==> src/include/dcp_pkg.sv <==
// Purpose: shared types and constants for the connection preemption framer
// Assumes: frames arrive and leave as parsed descriptors, one per cycle
// Notes:   delimiter and frame kinds are abstract codes, not wire symbols
package dcp_pkg;
  // ==========================================================
  // Frame header fields
  localparam int ID_W          = 24;
  localparam int FCTL_W        = 24;
  localparam int LEN_W         = 12;
  localparam int FCTL_EC_BIT   = 18;
  localparam int FCTL_UNI_BIT  = 8;
  localparam int W4_PREEMPT    = 31;
  localparam int W4_PRIO_HI    = 30;
  localparam int W4_PRIO_LO    = 24;
  localparam int PRIO_W        = W4_PRIO_HI - W4_PRIO_LO + 1;
  // ==========================================================
  // Timing
  localparam int CLK_PERIOD_NS = 25;
  localparam int EDTOV_MS_NS   = 1000000;
  localparam int EDTOV_NS_NS   = 1;
  localparam int CYC_PER_MS    = EDTOV_MS_NS / CLK_PERIOD_NS;
  localparam int CYC_PER_NS    =
    (EDTOV_NS_NS + CLK_PERIOD_NS - 1) / CLK_PERIOD_NS;
  // ==========================================================
  // Codes
  typedef enum logic [1:0] {
    SOF_C1 = 2'h0, SOF_I1 = 2'h1, SOF_N1 = 2'h2, SOF_OTHER = 2'h3
  } dcp_sof_t;
  typedef enum logic [1:0] {
    EOF_N = 2'h0, EOF_T = 2'h1, EOF_DT = 2'h2, EOF_OTHER = 2'h3
  } dcp_eof_t;
  typedef enum logic [3:0] {
    FT_DATA = 4'h0, FT_ACK1 = 4'h1, FT_ACKN = 4'h2, FT_ACK0 = 4'h3,
    FT_PBSY = 4'h4, FT_PRJT = 4'h5, FT_FBSY = 4'h6, FT_FRJT = 4'h7,
    FT_PRMT = 4'h8, FT_OTHER = 4'hF
  } dcp_ftype_t;
  typedef enum logic [2:0] {
    OUT_EST = 3'h0, OUT_FRJT = 3'h1, OUT_FBSY = 3'h2,
    OUT_PBSY = 3'h3, OUT_PRJT = 3'h4, OUT_TMO = 3'h5
  } dcp_outcome_t;
  typedef enum logic [2:0] {
    ST_IDLE = 3'h0, ST_SEND = 3'h1, ST_WAIT = 3'h2,
    ST_INIT = 3'h3, ST_RECP = 3'h4
  } dcp_state_t;
  // ==========================================================
  // Frame descriptor
  typedef struct packed {
    dcp_sof_t            sof;
    dcp_eof_t            eof;
    dcp_ftype_t          ftype;
    logic [ID_W-1:0]     dId;
    logic [ID_W-1:0]     sId;
    logic [FCTL_W-1:0]   fctl;
    logic [31:0]         word4;
    logic [LEN_W-1:0]    len;
  } dcp_frame_t;
endpackage

==> src/logic/dcp_framer.sv <==
// Purpose: preemptor, preempted port and preemption target frame logic
// Assumes: rx and tx descriptors come from logic on ref_clk
// Notes:   one tx slot; rx is held off while any tx frame, answer or request, is still queued
`timescale 1ns/10ps
module dcp_framer #(
  parameter int CYC_PER_MS = dcp_pkg::CYC_PER_MS,
  parameter int TOV_W      = 32,
  parameter int SEQ_W      = 4,
  parameter int PRE_W      = 16
) (
  // Clock and reset
  input  wire logic                        ref_clk,
  input  wire logic                        srst,
  // Port identity and login values
  input  wire logic [dcp_pkg::ID_W-1:0]    ownId,
  input  wire logic [TOV_W-1:0]            edtovVal,
  input  wire logic                        edtovMsRes,
  input  wire logic [dcp_pkg::LEN_W-1:0]   fabricMaxLen,
  input  wire logic [dcp_pkg::LEN_W-1:0]   destMaxLen,
  input  wire logic [SEQ_W-1:0]            maxSeq,
  // Upper layer request
  input  wire logic                        startReq,
  input  wire logic [dcp_pkg::ID_W-1:0]    startDest,
  input  wire logic                        startUnidir,
  input  wire logic [dcp_pkg::PRIO_W-1:0]  startPrio,
  input  wire logic [dcp_pkg::LEN_W-1:0]   startLen,
  input  wire logic                        startEnd,
  output logic                             startTaken_r,
  // Target policy
  input  wire logic                        portBusy,
  input  wire logic                        portDecline,
  input  wire logic [1:0]                  ackKind,
  input  wire logic                        ownConnPending,
  input  wire logic                        stackedMode,
  // Sequence bookkeeping while connected
  input  wire logic                        seqOpen,
  input  wire logic                        seqClose,
  output logic                             seqAllow_r,
  output logic                             seqHold_r,
  // Receive frames
  input  wire logic                        rxValid,
  input  wire dcp_pkg::dcp_frame_t         rxFrame,
  output logic                             rxReady_r,
  // Transmit frames
  output logic                             txValid_r,
  output dcp_pkg::dcp_frame_t              txFrame_r,
  input  wire logic                        txReady,
  // Status
  output logic                             outcomeValid_r,
  output dcp_pkg::dcp_outcome_t            outcome_r,
  output logic                             roleInit_r,
  output logic                             roleRecp_r,
  output logic                             preemptedNotify_r,
  output logic                             linkResetReq_r,
  output logic                             requeuePreempt_r,
  output logic                             requeueOwn_r,
  output logic                             creditAdj_r
);
  // ==========================================================
  // State
  dcp_pkg::dcp_state_t   state_r, state_nxt;
  logic [dcp_pkg::ID_W-1:0] dest_r;
  logic [TOV_W-1:0]      tmr_r;
  logic [PRE_W-1:0]      pre_r;
  logic [SEQ_W-1:0]      seqCnt_r, seqCnt_nxt;
  dcp_pkg::dcp_frame_t   reqFrame, ansFrame;
  // ==========================================================
  // Receive decode
  wire rxTake   = rxValid && rxReady_r;
  wire toMe     = rxFrame.dId == ownId;
  wire fromDest = rxFrame.sId == dest_r;
  wire sofN1    = rxFrame.sof == dcp_pkg::SOF_N1;
  wire sofC1    = rxFrame.sof == dcp_pkg::SOF_C1;
  wire eofDt    = rxFrame.eof == dcp_pkg::EOF_DT;
  wire eofNT    = rxFrame.eof == dcp_pkg::EOF_N ||
                  rxFrame.eof == dcp_pkg::EOF_T;
  wire isAck    = rxFrame.ftype == dcp_pkg::FT_ACK1 ||
                  rxFrame.ftype == dcp_pkg::FT_ACKN ||
                  rxFrame.ftype == dcp_pkg::FT_ACK0;
  wire isPortNo = rxFrame.ftype == dcp_pkg::FT_PBSY ||
                  rxFrame.ftype == dcp_pkg::FT_PRJT;
  wire isFabNo  = rxFrame.ftype == dcp_pkg::FT_FBSY ||
                  rxFrame.ftype == dcp_pkg::FT_FRJT;
  wire rspAck   = rxTake && toMe && fromDest && sofN1 && eofNT && isAck;
  wire rspPort  = rxTake && toMe && fromDest && sofN1 && eofDt
                  && isPortNo;
  wire rspFab   = rxTake && toMe && sofN1 && eofDt && isFabNo;
  wire connIn   = rxTake && toMe && sofC1 &&
                  rxFrame.ftype == dcp_pkg::FT_DATA;
  wire preqIn   = connIn && rxFrame.word4[dcp_pkg::W4_PREEMPT];
  wire prmtIn   = rxTake && toMe && eofDt &&
                  rxFrame.ftype == dcp_pkg::FT_PRMT;
  wire rmInit   = prmtIn && sofC1 && state_r == dcp_pkg::ST_INIT;
  wire rmRecp   = prmtIn && sofN1 && state_r == dcp_pkg::ST_RECP;
  // ==========================================================
  // Timeout: ns units take one cycle each, a 1 ns unit rounds up
  wire unitTick = edtovMsRes ?
                  (pre_r == PRE_W'(CYC_PER_MS - 1)) : 1'b1;
  // A tick completes one unit, so fire on the edtovVal-th tick, not after
  wire [TOV_W-1:0] unitsDone = tmr_r + TOV_W'(1);
  wire timeout  = state_r == dcp_pkg::ST_WAIT && unitTick &&
                  unitsDone >= edtovVal;
  // ==========================================================
  // Destination answer selection
  wire idleTgt  = state_r == dcp_pkg::ST_IDLE;
  wire wasConn  = state_r == dcp_pkg::ST_INIT ||
                  state_r == dcp_pkg::ST_RECP;
  wire ansBusy  = preqIn && idleTgt && portBusy;
  wire ansRej   = preqIn && idleTgt && !portBusy && portDecline;
  wire ansAck   = preqIn && (wasConn ||
                  (idleTgt && !portBusy && !portDecline));
  wire inWait   = state_r == dcp_pkg::ST_WAIT;
  wire waitIn   = inWait && connIn;
  wire waitAck  = waitIn && !portBusy;
  wire ansLoad  = ansBusy || ansRej || ansAck || waitIn;
  wire ownRq    = preqIn && idleTgt && ownConnPending;
  dcp_pkg::dcp_ftype_t ackType;
  assign ackType = ackKind == 2'h0 ? dcp_pkg::FT_ACK1 :
                   ackKind == 2'h1 ? dcp_pkg::FT_ACKN :
                   dcp_pkg::FT_ACK0;
  wire useAck   = ansAck || waitAck;
  always_comb begin
    ansFrame       = '0;
    ansFrame.sof   = dcp_pkg::SOF_N1;
    ansFrame.sId   = ownId;
    ansFrame.dId   = rxFrame.sId;
    ansFrame.eof   = useAck ? dcp_pkg::EOF_N : dcp_pkg::EOF_DT;
    ansFrame.ftype = useAck ? ackType :
                     ansRej ? dcp_pkg::FT_PRJT : dcp_pkg::FT_PBSY;
  end
  // ==========================================================
  // Preemption request build
  wire [dcp_pkg::LEN_W-1:0] limLen = fabricMaxLen < destMaxLen ?
                                     fabricMaxLen : destMaxLen;
  wire startGo = startReq && idleTgt && !txValid_r && !rxTake;
  always_comb begin
    reqFrame       = '0;
    reqFrame.sof   = dcp_pkg::SOF_C1;
    reqFrame.ftype = dcp_pkg::FT_DATA;
    reqFrame.sId   = ownId;
    reqFrame.dId   = startDest;
    reqFrame.eof   = startEnd ? dcp_pkg::EOF_T : dcp_pkg::EOF_N;
    reqFrame.word4[dcp_pkg::W4_PREEMPT] = 1'b1;
    reqFrame.word4[dcp_pkg::W4_PRIO_HI:dcp_pkg::W4_PRIO_LO] = startPrio;
    reqFrame.fctl[dcp_pkg::FCTL_EC_BIT] = 1'b0;
    reqFrame.fctl[dcp_pkg::FCTL_UNI_BIT] = startUnidir;
    reqFrame.len   = startLen < limLen ? startLen : limLen;
  end
  // ==========================================================
  // Next state
  always_comb begin
    state_nxt = state_r;
    case (state_r)
      dcp_pkg::ST_IDLE: begin
        if (ansAck) state_nxt = dcp_pkg::ST_RECP;
        else if (startGo) state_nxt = dcp_pkg::ST_SEND;
      end
      dcp_pkg::ST_SEND: begin
        if (txReady) state_nxt = dcp_pkg::ST_WAIT;
      end
      dcp_pkg::ST_WAIT: begin
        if (rspAck) state_nxt = dcp_pkg::ST_INIT;
        else if (waitAck) state_nxt = dcp_pkg::ST_RECP;
        else if (rspPort || rspFab || timeout || waitIn)
          state_nxt = dcp_pkg::ST_IDLE;
      end
      dcp_pkg::ST_INIT, dcp_pkg::ST_RECP: begin
        if (ansAck) state_nxt = dcp_pkg::ST_RECP;
        else if (rmInit || rmRecp) state_nxt = dcp_pkg::ST_IDLE;
      end
      default: state_nxt = dcp_pkg::ST_IDLE;
    endcase
  end
  // Sequence count is only meaningful while we initiate
  wire seqUp = seqOpen && seqAllow_r;
  wire seqDn = seqClose && seqCnt_r != '0;
  always_comb begin
    seqCnt_nxt = seqCnt_r;
    if (state_nxt != dcp_pkg::ST_INIT) seqCnt_nxt = '0;
    else if (seqUp && !seqDn) seqCnt_nxt = seqCnt_r + SEQ_W'(1);
    else if (seqDn && !seqUp) seqCnt_nxt = seqCnt_r - SEQ_W'(1);
  end
  // A response frame beats a timeout landing in the same cycle
  wire [2:0] outSel = rspAck ? dcp_pkg::OUT_EST :
    (rspFab && rxFrame.ftype == dcp_pkg::FT_FRJT) ? dcp_pkg::OUT_FRJT :
    rspFab ? dcp_pkg::OUT_FBSY :
    (rspPort && rxFrame.ftype == dcp_pkg::FT_PBSY) ? dcp_pkg::OUT_PBSY :
    rspPort ? dcp_pkg::OUT_PRJT : dcp_pkg::OUT_TMO;
  wire outFire = inWait && (rspAck || rspFab || rspPort ||
                 (timeout && !waitIn));
  wire txLoad  = ansLoad || startGo;
  wire txBusyN = txValid_r && !txReady;
  // ==========================================================
  // Registers
  always_ff @(posedge ref_clk) begin
    if (srst) begin
      state_r  <= dcp_pkg::ST_IDLE;
      seqCnt_r <= '0;
      dest_r   <= '0;
    end else begin
      state_r  <= state_nxt;
      seqCnt_r <= seqCnt_nxt;
      if (startGo) dest_r <= startDest;
    end
  end
  always_ff @(posedge ref_clk) begin
    if (srst || !inWait) begin
      tmr_r <= '0;
      pre_r <= '0;
    end else begin
      pre_r <= unitTick ? '0 : pre_r + PRE_W'(1);
      if (unitTick) tmr_r <= tmr_r + TOV_W'(1);
    end
  end
  always_ff @(posedge ref_clk) begin
    if (srst) begin
      txValid_r <= 1'b0;
      txFrame_r <= '0;
      rxReady_r <= 1'b0;
    end else begin
      txValid_r <= txLoad || txBusyN;
      if (txLoad) txFrame_r <= ansLoad ? ansFrame : reqFrame;
      rxReady_r <= !(txLoad || txBusyN);
    end
  end
  always_ff @(posedge ref_clk) begin
    if (srst) begin
      outcomeValid_r    <= 1'b0;
      outcome_r         <= dcp_pkg::OUT_EST;
      startTaken_r      <= 1'b0;
      preemptedNotify_r <= 1'b0;
      linkResetReq_r    <= 1'b0;
      requeuePreempt_r  <= 1'b0;
      requeueOwn_r      <= 1'b0;
      creditAdj_r       <= 1'b0;
    end else begin
      outcomeValid_r    <= outFire;
      if (outFire) outcome_r <= dcp_pkg::dcp_outcome_t'(outSel);
      startTaken_r      <= startGo;
      preemptedNotify_r <= rmInit || rmRecp;
      linkResetReq_r    <= timeout && !rspAck && !rspFab && !rspPort
                           && !waitIn;
      requeuePreempt_r  <= waitIn;
      requeueOwn_r      <= ownRq && !stackedMode;
      creditAdj_r       <= ownRq;
    end
  end
  // Roles and sequence gating; a new connection runs ordinary rules
  always_ff @(posedge ref_clk) begin
    if (srst) begin
      roleInit_r <= 1'b0;
      roleRecp_r <= 1'b0;
      seqHold_r  <= 1'b0;
      seqAllow_r <= 1'b0;
    end else begin
      roleInit_r <= state_nxt == dcp_pkg::ST_INIT;
      roleRecp_r <= state_nxt == dcp_pkg::ST_RECP;
      seqHold_r  <= state_nxt == dcp_pkg::ST_SEND ||
                    state_nxt == dcp_pkg::ST_WAIT;
      seqAllow_r <= state_nxt == dcp_pkg::ST_INIT &&
                    seqCnt_nxt < maxSeq;
    end
  end
  // ==========================================================
  // Checks
  wire txReq = txValid_r && txFrame_r.sof == dcp_pkg::SOF_C1 &&
               txFrame_r.ftype == dcp_pkg::FT_DATA;
  a_req_flag: assert property (@(posedge ref_clk) disable iff (srst)
    txReq |-> txFrame_r.word4[dcp_pkg::W4_PREEMPT] && txFrame_r.sId == ownId)
    else $error("request frame lacks flag or own source");
  a_req_endconn: assert property (@(posedge ref_clk) disable iff (srst)
    txReq |-> !txFrame_r.fctl[dcp_pkg::FCTL_EC_BIT])
    else $error("request frame end-connection bit set");
  a_req_unidir: assert property (@(posedge ref_clk) disable iff (srst)
    startGo |=> txFrame_r.fctl[dcp_pkg::FCTL_UNI_BIT] == $past(startUnidir))
    else $error("unidirectional bit wrong");
  a_req_len: assert property (@(posedge ref_clk) disable iff (srst)
    startGo |=> txFrame_r.len <= $past(fabricMaxLen) &&
                txFrame_r.len <= $past(destMaxLen))
    else $error("request payload over limit");
  a_hold_wait: assert property (@(posedge ref_clk) disable iff (srst)
    state_r == dcp_pkg::ST_WAIT |-> seqHold_r && !seqAllow_r)
    else $error("sequences not held while waiting");
  a_ack_conn: assert property (@(posedge ref_clk) disable iff (srst)
    inWait && rspAck |=> roleInit_r && outcomeValid_r &&
                         outcome_r == dcp_pkg::OUT_EST)
    else $error("ACK did not establish connection");
  a_fab_fail: assert property (@(posedge ref_clk) disable iff (srst)
    inWait && rspFab |=> outcomeValid_r && !roleInit_r &&
      (outcome_r == dcp_pkg::OUT_FRJT || outcome_r == dcp_pkg::OUT_FBSY))
    else $error("fabric answer not reported as failure");
  a_port_fail: assert property (@(posedge ref_clk) disable iff (srst)
    inWait && rspPort |=> outcomeValid_r && !roleInit_r &&
      (outcome_r == dcp_pkg::OUT_PBSY || outcome_r == dcp_pkg::OUT_PRJT))
    else $error("port answer not reported as failure");
  a_recp_ack: assert property (@(posedge ref_clk) disable iff (srst)
    ansAck |=> roleRecp_r && txValid_r &&
               txFrame_r.sof == dcp_pkg::SOF_N1 && txFrame_r.sId == ownId)
    else $error("target did not acknowledge and become recipient");
  a_busy_ans: assert property (@(posedge ref_clk) disable iff (srst)
    ansBusy |=> txValid_r && txFrame_r.ftype == dcp_pkg::FT_PBSY &&
                txFrame_r.eof == dcp_pkg::EOF_DT)
    else $error("busy target did not send P_BSY");
  a_timeout_rst: assert property (@(posedge ref_clk) disable iff (srst)
    timeout && !rxTake |=> linkResetReq_r ##1 !linkResetReq_r)
    else $error("timeout did not pulse link reset");
  a_removal: assert property (@(posedge ref_clk) disable iff (srst)
    rmInit || rmRecp |=> preemptedNotify_r && !roleInit_r && !roleRecp_r)
    else $error("removal frame not acted on");
  a_requeue: assert property (@(posedge ref_clk) disable iff (srst)
    waitIn |=> requeuePreempt_r && txValid_r &&
               txFrame_r.sof == dcp_pkg::SOF_N1)
    else $error("incoming connect while waiting not handled");
  c_established: cover property (@(posedge ref_clk) disable iff (srst)
    startGo ##[1:20] (inWait && rspAck));
  c_timeout: cover property (@(posedge ref_clk) disable iff (srst)
    inWait ##1 linkResetReq_r);
  c_target_ack: cover property (@(posedge ref_clk) disable iff (srst)
    ansAck && idleTgt);
  c_preempted: cover property (@(posedge ref_clk) disable iff (srst)
    roleInit_r ##[1:50] preemptedNotify_r);
  c_collide: cover property (@(posedge ref_clk) disable iff (srst)
    waitIn ##1 requeuePreempt_r);
endmodule

==> config.mk <==
export PLATFORM = sky130hd
export DESIGN_NAME = dcp_framer
export DESIGN_NICKNAME = d
export VERILOG_FILES = /design/src/include/dcp_pkg.sv /design/src/logic/dcp_framer.sv
export SDC_FILE = /design/constraint.sdc
export NUM_CORES = 1
export LEC_CHECK = 0
export BUFFER_PORTS_ARGS = -buffer_cell sky130_fd_sc_hd__buf_4
export CAP_MARGIN = 10
export CORE_MARGIN = 10
export CORE_UTILIZATION = 49
export CTS_CLUSTER_DIAMETER = 150
export DETAILED_ROUTE_END_ITERATION = 8
export GPL_TIMING_DRIVEN = 1
export PLACE_DENSITY = 0.83
export SYNTH_ARGS = -nofsm -noshare
export SYNTH_HDL_FRONTEND = slang
export SYNTH_SLANG_ARGS = --single-unit
export TNS_END_PERCENT = 100
==> constraint.sdc <==
create_clock -name ref_clk -period 4.7 [get_ports ref_clk]
set_input_delay 0.235 -clock ref_clk [delete_from_list [all_inputs] [get_ports ref_clk]]
set_output_delay 0.235 -clock ref_clk [all_outputs]
set_load 0.02 [all_outputs]
### Yosys cells after proc, flatten, opt, wreduce, memory -nomap -nowiden

Index checks and enable logic that the tools add are counted.

| storage, ports and cells | value |
|---|---|
| register bits | 219 |
| input port bits | 267 |
| output and inout port bits | 140 |
| word-level logic and storage cells | 180 |

| operators by class | value |
|---|---|
| $add $sub $neg | 4 |
| magnitude comparators | 4 |
| equal/unequal tests | 24 |
| mux-type cells | 27 |
| reductions and logical operators | 94 |

Operator list:

| kind | count |
|---|---|
| $mux 124 | 1 |
| $logic_and 1x1->1 | 50 |
| $eq 24x24->1 | 2 |
| $mux 3 | 13 |
| $add 32x1->32 const B | 1 |
| $ge 32x32->1 | 1 |
| $lt 12x12->1 | 2 |
| $mux 12 | 2 |
| $logic_or 1x1->1 | 22 |
| $add 16x1->16 const B | 1 |
| $eq 16x16->1 const B | 1 |
| $eq 4x3->1 const B | 4 |
| $logic_not 1->1 | 14 |
| $eq 3x2->1 const B | 4 |
| $mux 4 | 3 |
| $pmux 3 s4 | 1 |
| $eq 4x2->1 const B | 2 |
| $eq 3x1->1 const B | 2 |
| $eq 3x3->1 const B | 2 |
| $logic_not 2->1 | 3 |
| $mux 1 | 5 |
| $add 4x1->4 const B | 1 |
| $eq 2x1->1 const B | 2 |
| $eq 2x2->1 const B | 2 |
| 10 further kinds | 12 |

### Logic depth before layout (Yosys ltp)

| logic depth | value |
|---|---|
| depth in word-level cells | 17 |
| depth in mapped cells | 20 |
| mapped depth without buffers | 18 |

### Least setup slack after synthesis

OpenSTA, ideal clock, no wires.

| timing path | value |
|---|---|
| path type | register to register |
| start | register tmr_r[0] |
| end | register outcome_r[0] |
| library setup time | 91 ps |
| data arrival time | 3984 ps |
| required time | 4609 ps |
| setup slack | 625 ps |
| stages on the path, launching flop included | 18 |
| path buffers | 0 |
| clock period less this slack | 4075 ps |
| path through | dfxtp_1 > ha_1 > nand3_1 > nor3_2 > and4_1 > nand3_1 > nor3_1 > and3_1 > nand3_1 > xnor2_1 > ha_1 > and4_1 > a221oi_1 > o211ai_1 > o21ai_0 > nor2_1 > o21a_1 > a311oi_1 |

| on the way | value |
|---|---|
| longest elaborated chain between the ends | 6 |

Ends and longest elaborated chain:

| what | RTL line | source |
|---|---|---|
| start: declaration | dcp_framer.sv:63 | `logic [TOV_W-1:0] tmr_r;` |
| start signal: assignment | dcp_framer.sv:212 | `if (unitTick) tmr_r <= tmr_r + TOV_W'(1);` |
| $add 32x1->32 | dcp_framer.sv:100 | `wire [TOV_W-1:0] unitsDone = tmr_r + TOV_W'(1);` |
| named net unitsDone[30] | dcp_framer.sv:100 |  |
| $ge 32x32->1 | dcp_framer.sv:102 | `unitsDone >= edtovVal;` |
| $logic_and 1x1->1 | dcp_framer.sv:101 | `wire timeout = state_r == dcp_pkg::ST_WAIT && unitTick &&` |
| $logic_and 1x1->1 | dcp_framer.sv:190 | `(timeout && !waitIn));` |
| $logic_or 1x1->1 | dcp_framer.sv:189 | `wire outFire = inWait && (rspAck \|\| rspFab \|\| rspPort \|\|` |
| $logic_and 1x1->1 | dcp_framer.sv:189 |  |
| end signal: assignment | dcp_framer.sv:229 | `outcome_r <= dcp_pkg::OUT_EST;` |
| end signal: assignment | dcp_framer.sv:238 | `if (outFire) outcome_r <= dcp_pkg::dcp_outcome_t'(outSel);` |
| end: declaration | dcp_framer.sv:50 | `output dcp_pkg::dcp_outcome_t outcome_r,` |

The timed path passes the listed nets, and every way through them passes these cells.
A chain may end at the register's enable or synchronous reset.

### Worst setup path after layout

| timing path | value |
|---|---|
| start | register tmr_r[0] |
| end | register seqAllow_r |

| on the way | value |
|---|---|
| longest elaborated chain between the ends | 13 |
| elaborated cells between the ends (all ways) | 14 |
| classes of those cells | 1 x add/sub; 2 x order compare; 2 x eq/ne; 5 x mux; 4 x reduce/logical |

Ends and longest elaborated chain:

| what | RTL line | source |
|---|---|---|
| $add 32x1->32 (*) | dcp_framer.sv:100 |  |
| named net unitsDone[30] | dcp_framer.sv:100 |  |
| $ge 32x32->1 (*) | dcp_framer.sv:102 |  |
| $logic_and 1x1->1 (*) | dcp_framer.sv:101 |  |
| $logic_or 1x1->1 (*) (2 in a row) | dcp_framer.sv:164 | `else if (rspPort \|\| rspFab \|\| timeout \|\| waitIn)` |
| $mux 3 (*) | dcp_framer.sv:164 |  |
| $mux 3 (*) | dcp_framer.sv:163 | `else if (waitAck) state_nxt = dcp_pkg::ST_RECP;` |
| $mux 3 (*) | dcp_framer.sv:162 | `if (rspAck) state_nxt = dcp_pkg::ST_INIT;` |
| $pmux 3 s4 (*) | dcp_framer.sv:153 | `case (state_r)` |
| $ne 3x2->1 | dcp_framer.sv:179 | `if (state_nxt != dcp_pkg::ST_INIT) seqCnt_nxt = '0;` |
| $mux 4 | dcp_framer.sv:179 |  |
| $lt 4x4->1 | dcp_framer.sv:261 | `seqCnt_nxt < maxSeq;` |
| $logic_and 1x1->1 (*) | dcp_framer.sv:260 | `seqAllow_r <= state_nxt == dcp_pkg::ST_INIT &&` |
| end signal: assignment | dcp_framer.sv:260 |  |
| end: declaration | dcp_framer.sv:38 | `output logic seqAllow_r,` |

The timed path passes the listed nets; every way through them passes the cells marked *.

==> summary by stage <==
Synthesis
The average footprint of a synthesized cell is 8.06 um2. Counting flops with a built-in enable in the synthesized netlist gives 0. The cell area after synthesis is 9550 um2. For this run, the register share of the synthesized area comes to 35.4%. Of all flip-flops after synthesis, the portion carrying an async set or reset was 0%. The proportion of netlist area held by the largest area contributor is 35.4%. Counting flops and latches in the post-synthesis netlist gives 169. The commonest register cell after synthesis is dfxtp_1.

The top cell type by total area after synthesis is dfxtp_1. Ranked by total cell area, the synthesized netlist is headed by dfxtp_1 35%, nand2_1 8.0%, ha_1 8.0%. The Yosys step of the flow raised 0 warnings. The synthesized netlist cell count is 1185. The distinct cell type count after synthesis is 61.

Die
Measured along the x axis, the die boundary spans 160 um. The core area is 19000 um2. The die height is 160 um.

The row count is 50. The initial utilization of the core area, before any placement, comes to 50.4%. The overall die area is 25500 um2. The number of I/O pins is 407.

Clocking
The count of H-tree levels built during CTS is 4. Clock latency on the worst-skew pair, taken at its later pin, is 0.43 ns. The clock transition at the registers of the reported paths is 0.07 ns.

The TritonCTS sink count is 169. The number of buffers on the longest clock path is 2. The clock tree root driver cell is clkbuf_16. TritonCTS built the clock tree.

Buffers inserted during clock tree synthesis total 17.

STA
Based on the critical path, the design can be clocked at up to 0.239 GHz. Setup violations remaining at the end of the flow were counted as 0. On the final layout, the worst clock skew is 0.0238 ns.

The post-route worst hold slack is 0.0274 ns. The time the worst path needs with I/O delays and setup is 4.18 ns. Measured against its own limit, the worst slew margin works out to 26.1%. The count of final max-slew check failures is 0. For the pin with the worst max-slew slack, the measured transition is 1.10 ns. After layout, the worst path uses 89.0% of the clock period. Setup repair after global routing left no endpoint under its margin. The final count of hold timing violations was 0. Setup total negative slack on the finished layout was measured at 0 ns.

Worst setup path
The critical path startpoint category is a flip-flop. In this design, the critical path's most frequently occurring cell is nand3_1. The maximum fanout along the worst path is 5. Traced cell by cell, the critical path runs through ha_1 > nand3_1 > nor3_2 > and4_1 > nand3_1 > nor3_2 > and3_1 > nand3_1 > xnor2_1 > ha_1 > and4_1 > a221oi_2 > o211ai_1 > o21ai_2 > nand4_1 > nand3_1 > a311o_1 > a31oi_1. At the worst endpoint, the arrival time is 4.48 ns. The worst setup path is of the reg -> reg kind. For this run, the slowest stage of the critical path takes 0.42 ns. For the worst setup path, the data required time is 5.00 ns. The critical path endpoint category is a flip-flop. The slowest stage of the critical path belongs to the cell dfxtp_1.

Run
The max capacitance violation total is 0.

Final layout
The number of nets in the final layout is 1789. The leading cell type in the layout, fill and taps excluded is buf_4. Of the cells placed in the final design, the portion with a size suffix greater than 1 is 24.0%. The area overhead of the layout relative to synthesis is 29.9%. Once layout is complete, the utilization of the core stands at 65.4%. The library cells used most frequently in the layout, excluding fill and tap cells, are 305 x buf_4, 204 x nand2_1, 169 x dfxtp_1, 105 x nor2_1, 86 x a21oi_1. The number of non-filler instances in the completed layout is 1735.

Routing
For this run, design rule violations remaining after detail routing come to 0. The routed layout has 9041 vias. The first detailed-routing pass took 4 iterations. The routed design has 29500 um of wire. The remaining antenna violation count is 0.

The detail-routed via count per cell is 5.21. Dividing the detail-routed wire length by the instance count gives 17.0 um. The DRC marker count from the first detailed-route iteration is 461.

Hold path
The worst min-delay path category is in -> reg.

Placed design
Including well taps, the total number of placed cells is 1701. At the end of routability-driven placement, the weighted congestion stood at 0.855. Buffers placed on the I/O ports in this run total 290. The estimated wirelength of the detail-placed design is 23400 um.

Run status
The flow ran to the end, and the final reports show no timing, DRC or antenna violations.

GRT
The via count of the first global-routing pass came to 9192. The total track usage is 21.8%. The final global-route overflow total is 0.

Entering global routing, the biggest net connects 73 pins. The initial antenna violation count came to 1. The wire length of the first global-routing pass is 46300 um.

Power and ir drop
In this run the static leakage power is 0.00572 uW. The power per cell area is 303 nW/um2. The worst ir drop on vdd is 0.000237 V.
==> cells by family (layout without fill, tap and decap cells) <==
group,count (synthesis),after routing,synth area share (%)
other,1,50,0.0393
xor gates and xnor gates,110,110,10.1
buffers and inverters,154,395,8.27
AOI/OAI and AO/OA,230,230,15.3
adders and majority gates,61,61,8.00
muxes,14,14,1.47
and+or+nand+nor,446,446,21.4
DFF,169,169,35.4
==> final cells by class <==
| type | count | area (um2) |
|---|---|---|
| diodes | 1 | 2.50 |
| fillers | 1662 | 6560 |
| clock inverters | 14 | 150 |
| repair buffers | 306 | 2300 |
| clock buffers | 18 | 439 |
| flip-flops and latches | 169 | 3380 |
| multi-input cells | 910 | 5580 |
| well taps | 260 | 325 |
| inverters | 57 | 214 |
==> report_power, final <==
| part | internal, uW | leakage (uW) | switching [uW] | total, uW |
|---|---|---|---|---|
| combinational | 344 | 0.00405 | 455 | 798 |
| sequential | 1520 | 0.00137 | 48.9 | 1560 |
| clock | 728 | 0.000291 | 668 | 1400 |
==> final timing paths <==
check / to / from / depth (start not counted) / slack [ns]
max reg2reg: seqAllow_r / tmr_r[0] / 18 / 0.52
max: seqAllow_r / tmr_r[0] / 18 / 0.52
min reg2reg: txFrame_r[82] / txFrame_r[82] / 2 / 0.45
min: txFrame_r[4] / startLen[4] / 2 / 0.03
==> cells in the mapped netlist (7+ instances only) <==
| cell | count |
|---|---|
| a31oi_1 | 30 |
| and4_1 | 7 |
| a22oi_1 | 10 |
| xnor2_1 | 44 |
| inv_1 | 57 |
| clkbuf_1 | 34 |
| ha_1 | 61 |
| a21o_1 | 16 |
| nor2_1 | 106 |
| buf_2 | 10 |
| nand4_1 | 19 |
| or3_1 | 17 |
| nor4_1 | 8 |
| a21oi_1 | 86 |
| o21ai_0 | 33 |
| dfxtp_1 | 169 |
| nor3_1 | 14 |
| nand2_1 | 204 |
| and3_1 | 10 |
| nand3_1 | 30 |
| o2bb2ai_1 | 12 |
| mux2i_1 | 14 |
| a211o_1 | 13 |
| buf_4 | 51 |
| xor2_1 | 66 |
==> flip-flops by register name (all words and copies together), names as in the netlist <==
register / count
tmr_r: 32
outcomeValid_r: 1
seqCnt_r: 4
state_r: 3
txFrame_r: 74
roleInit_r: 1
preemptedNotify_r: 1
linkResetReq_r: 1
outcome_r: 3
rxReady_r: 1
startTaken_r: 1
pre_r: 16
requeueOwn_r: 1
creditAdj_r: 1
requeuePreempt_r: 1
roleRecp_r: 1
seqHold_r: 1
dest_r: 24
txValid_r: 1
seqAllow_r: 1
==> routing by layer <==
layer / vias to the layer above / part of all wire (%) / track usage (%)
met5: - / 0 / 0
met4: 0 / 2.1 / 7.03
met3: 28 / 8.4 / 8.21
met2: 305 / 49 / 37.9
met1: 4196 / 40 / 24.1
li1: 4512 / - / -
==> critical path: cells and delay by family (launching register included) <==
family,cells,cell delay (ns)
AND/OR/NAND/NOR,10,2.07
AO/OA/AOI/OAI,5,0.91
adder cells (fa/ha/maj),2,0.53
flip-flops,1,0.42
XOR/XNOR,1,0.14
==> per-stage QoR <==
stage / total power, uW / setup WS [ns] / area, um2
after floorplan: 2060 / 0.625 / 9730
after global placement: 2370 / 0.333 / 11800
after detailed placement: 2390 / 0.169 / 11800
after CTS: 3780 / 0.162 / 12400
after global routing: 3920 / 0.0476 / 12400
final: 3760 / 0.517 / 12400
==> what timing repair did <==
action / in CTS / in global routing
gates resized for setup: 0 / 5
setup endpoints to repair: 0 / 7
hold endpoints to repair: 1 / 0
hold buffers: 1 / 0
setup buffers: 0 / 0
(Power assumes the default switching activity.)
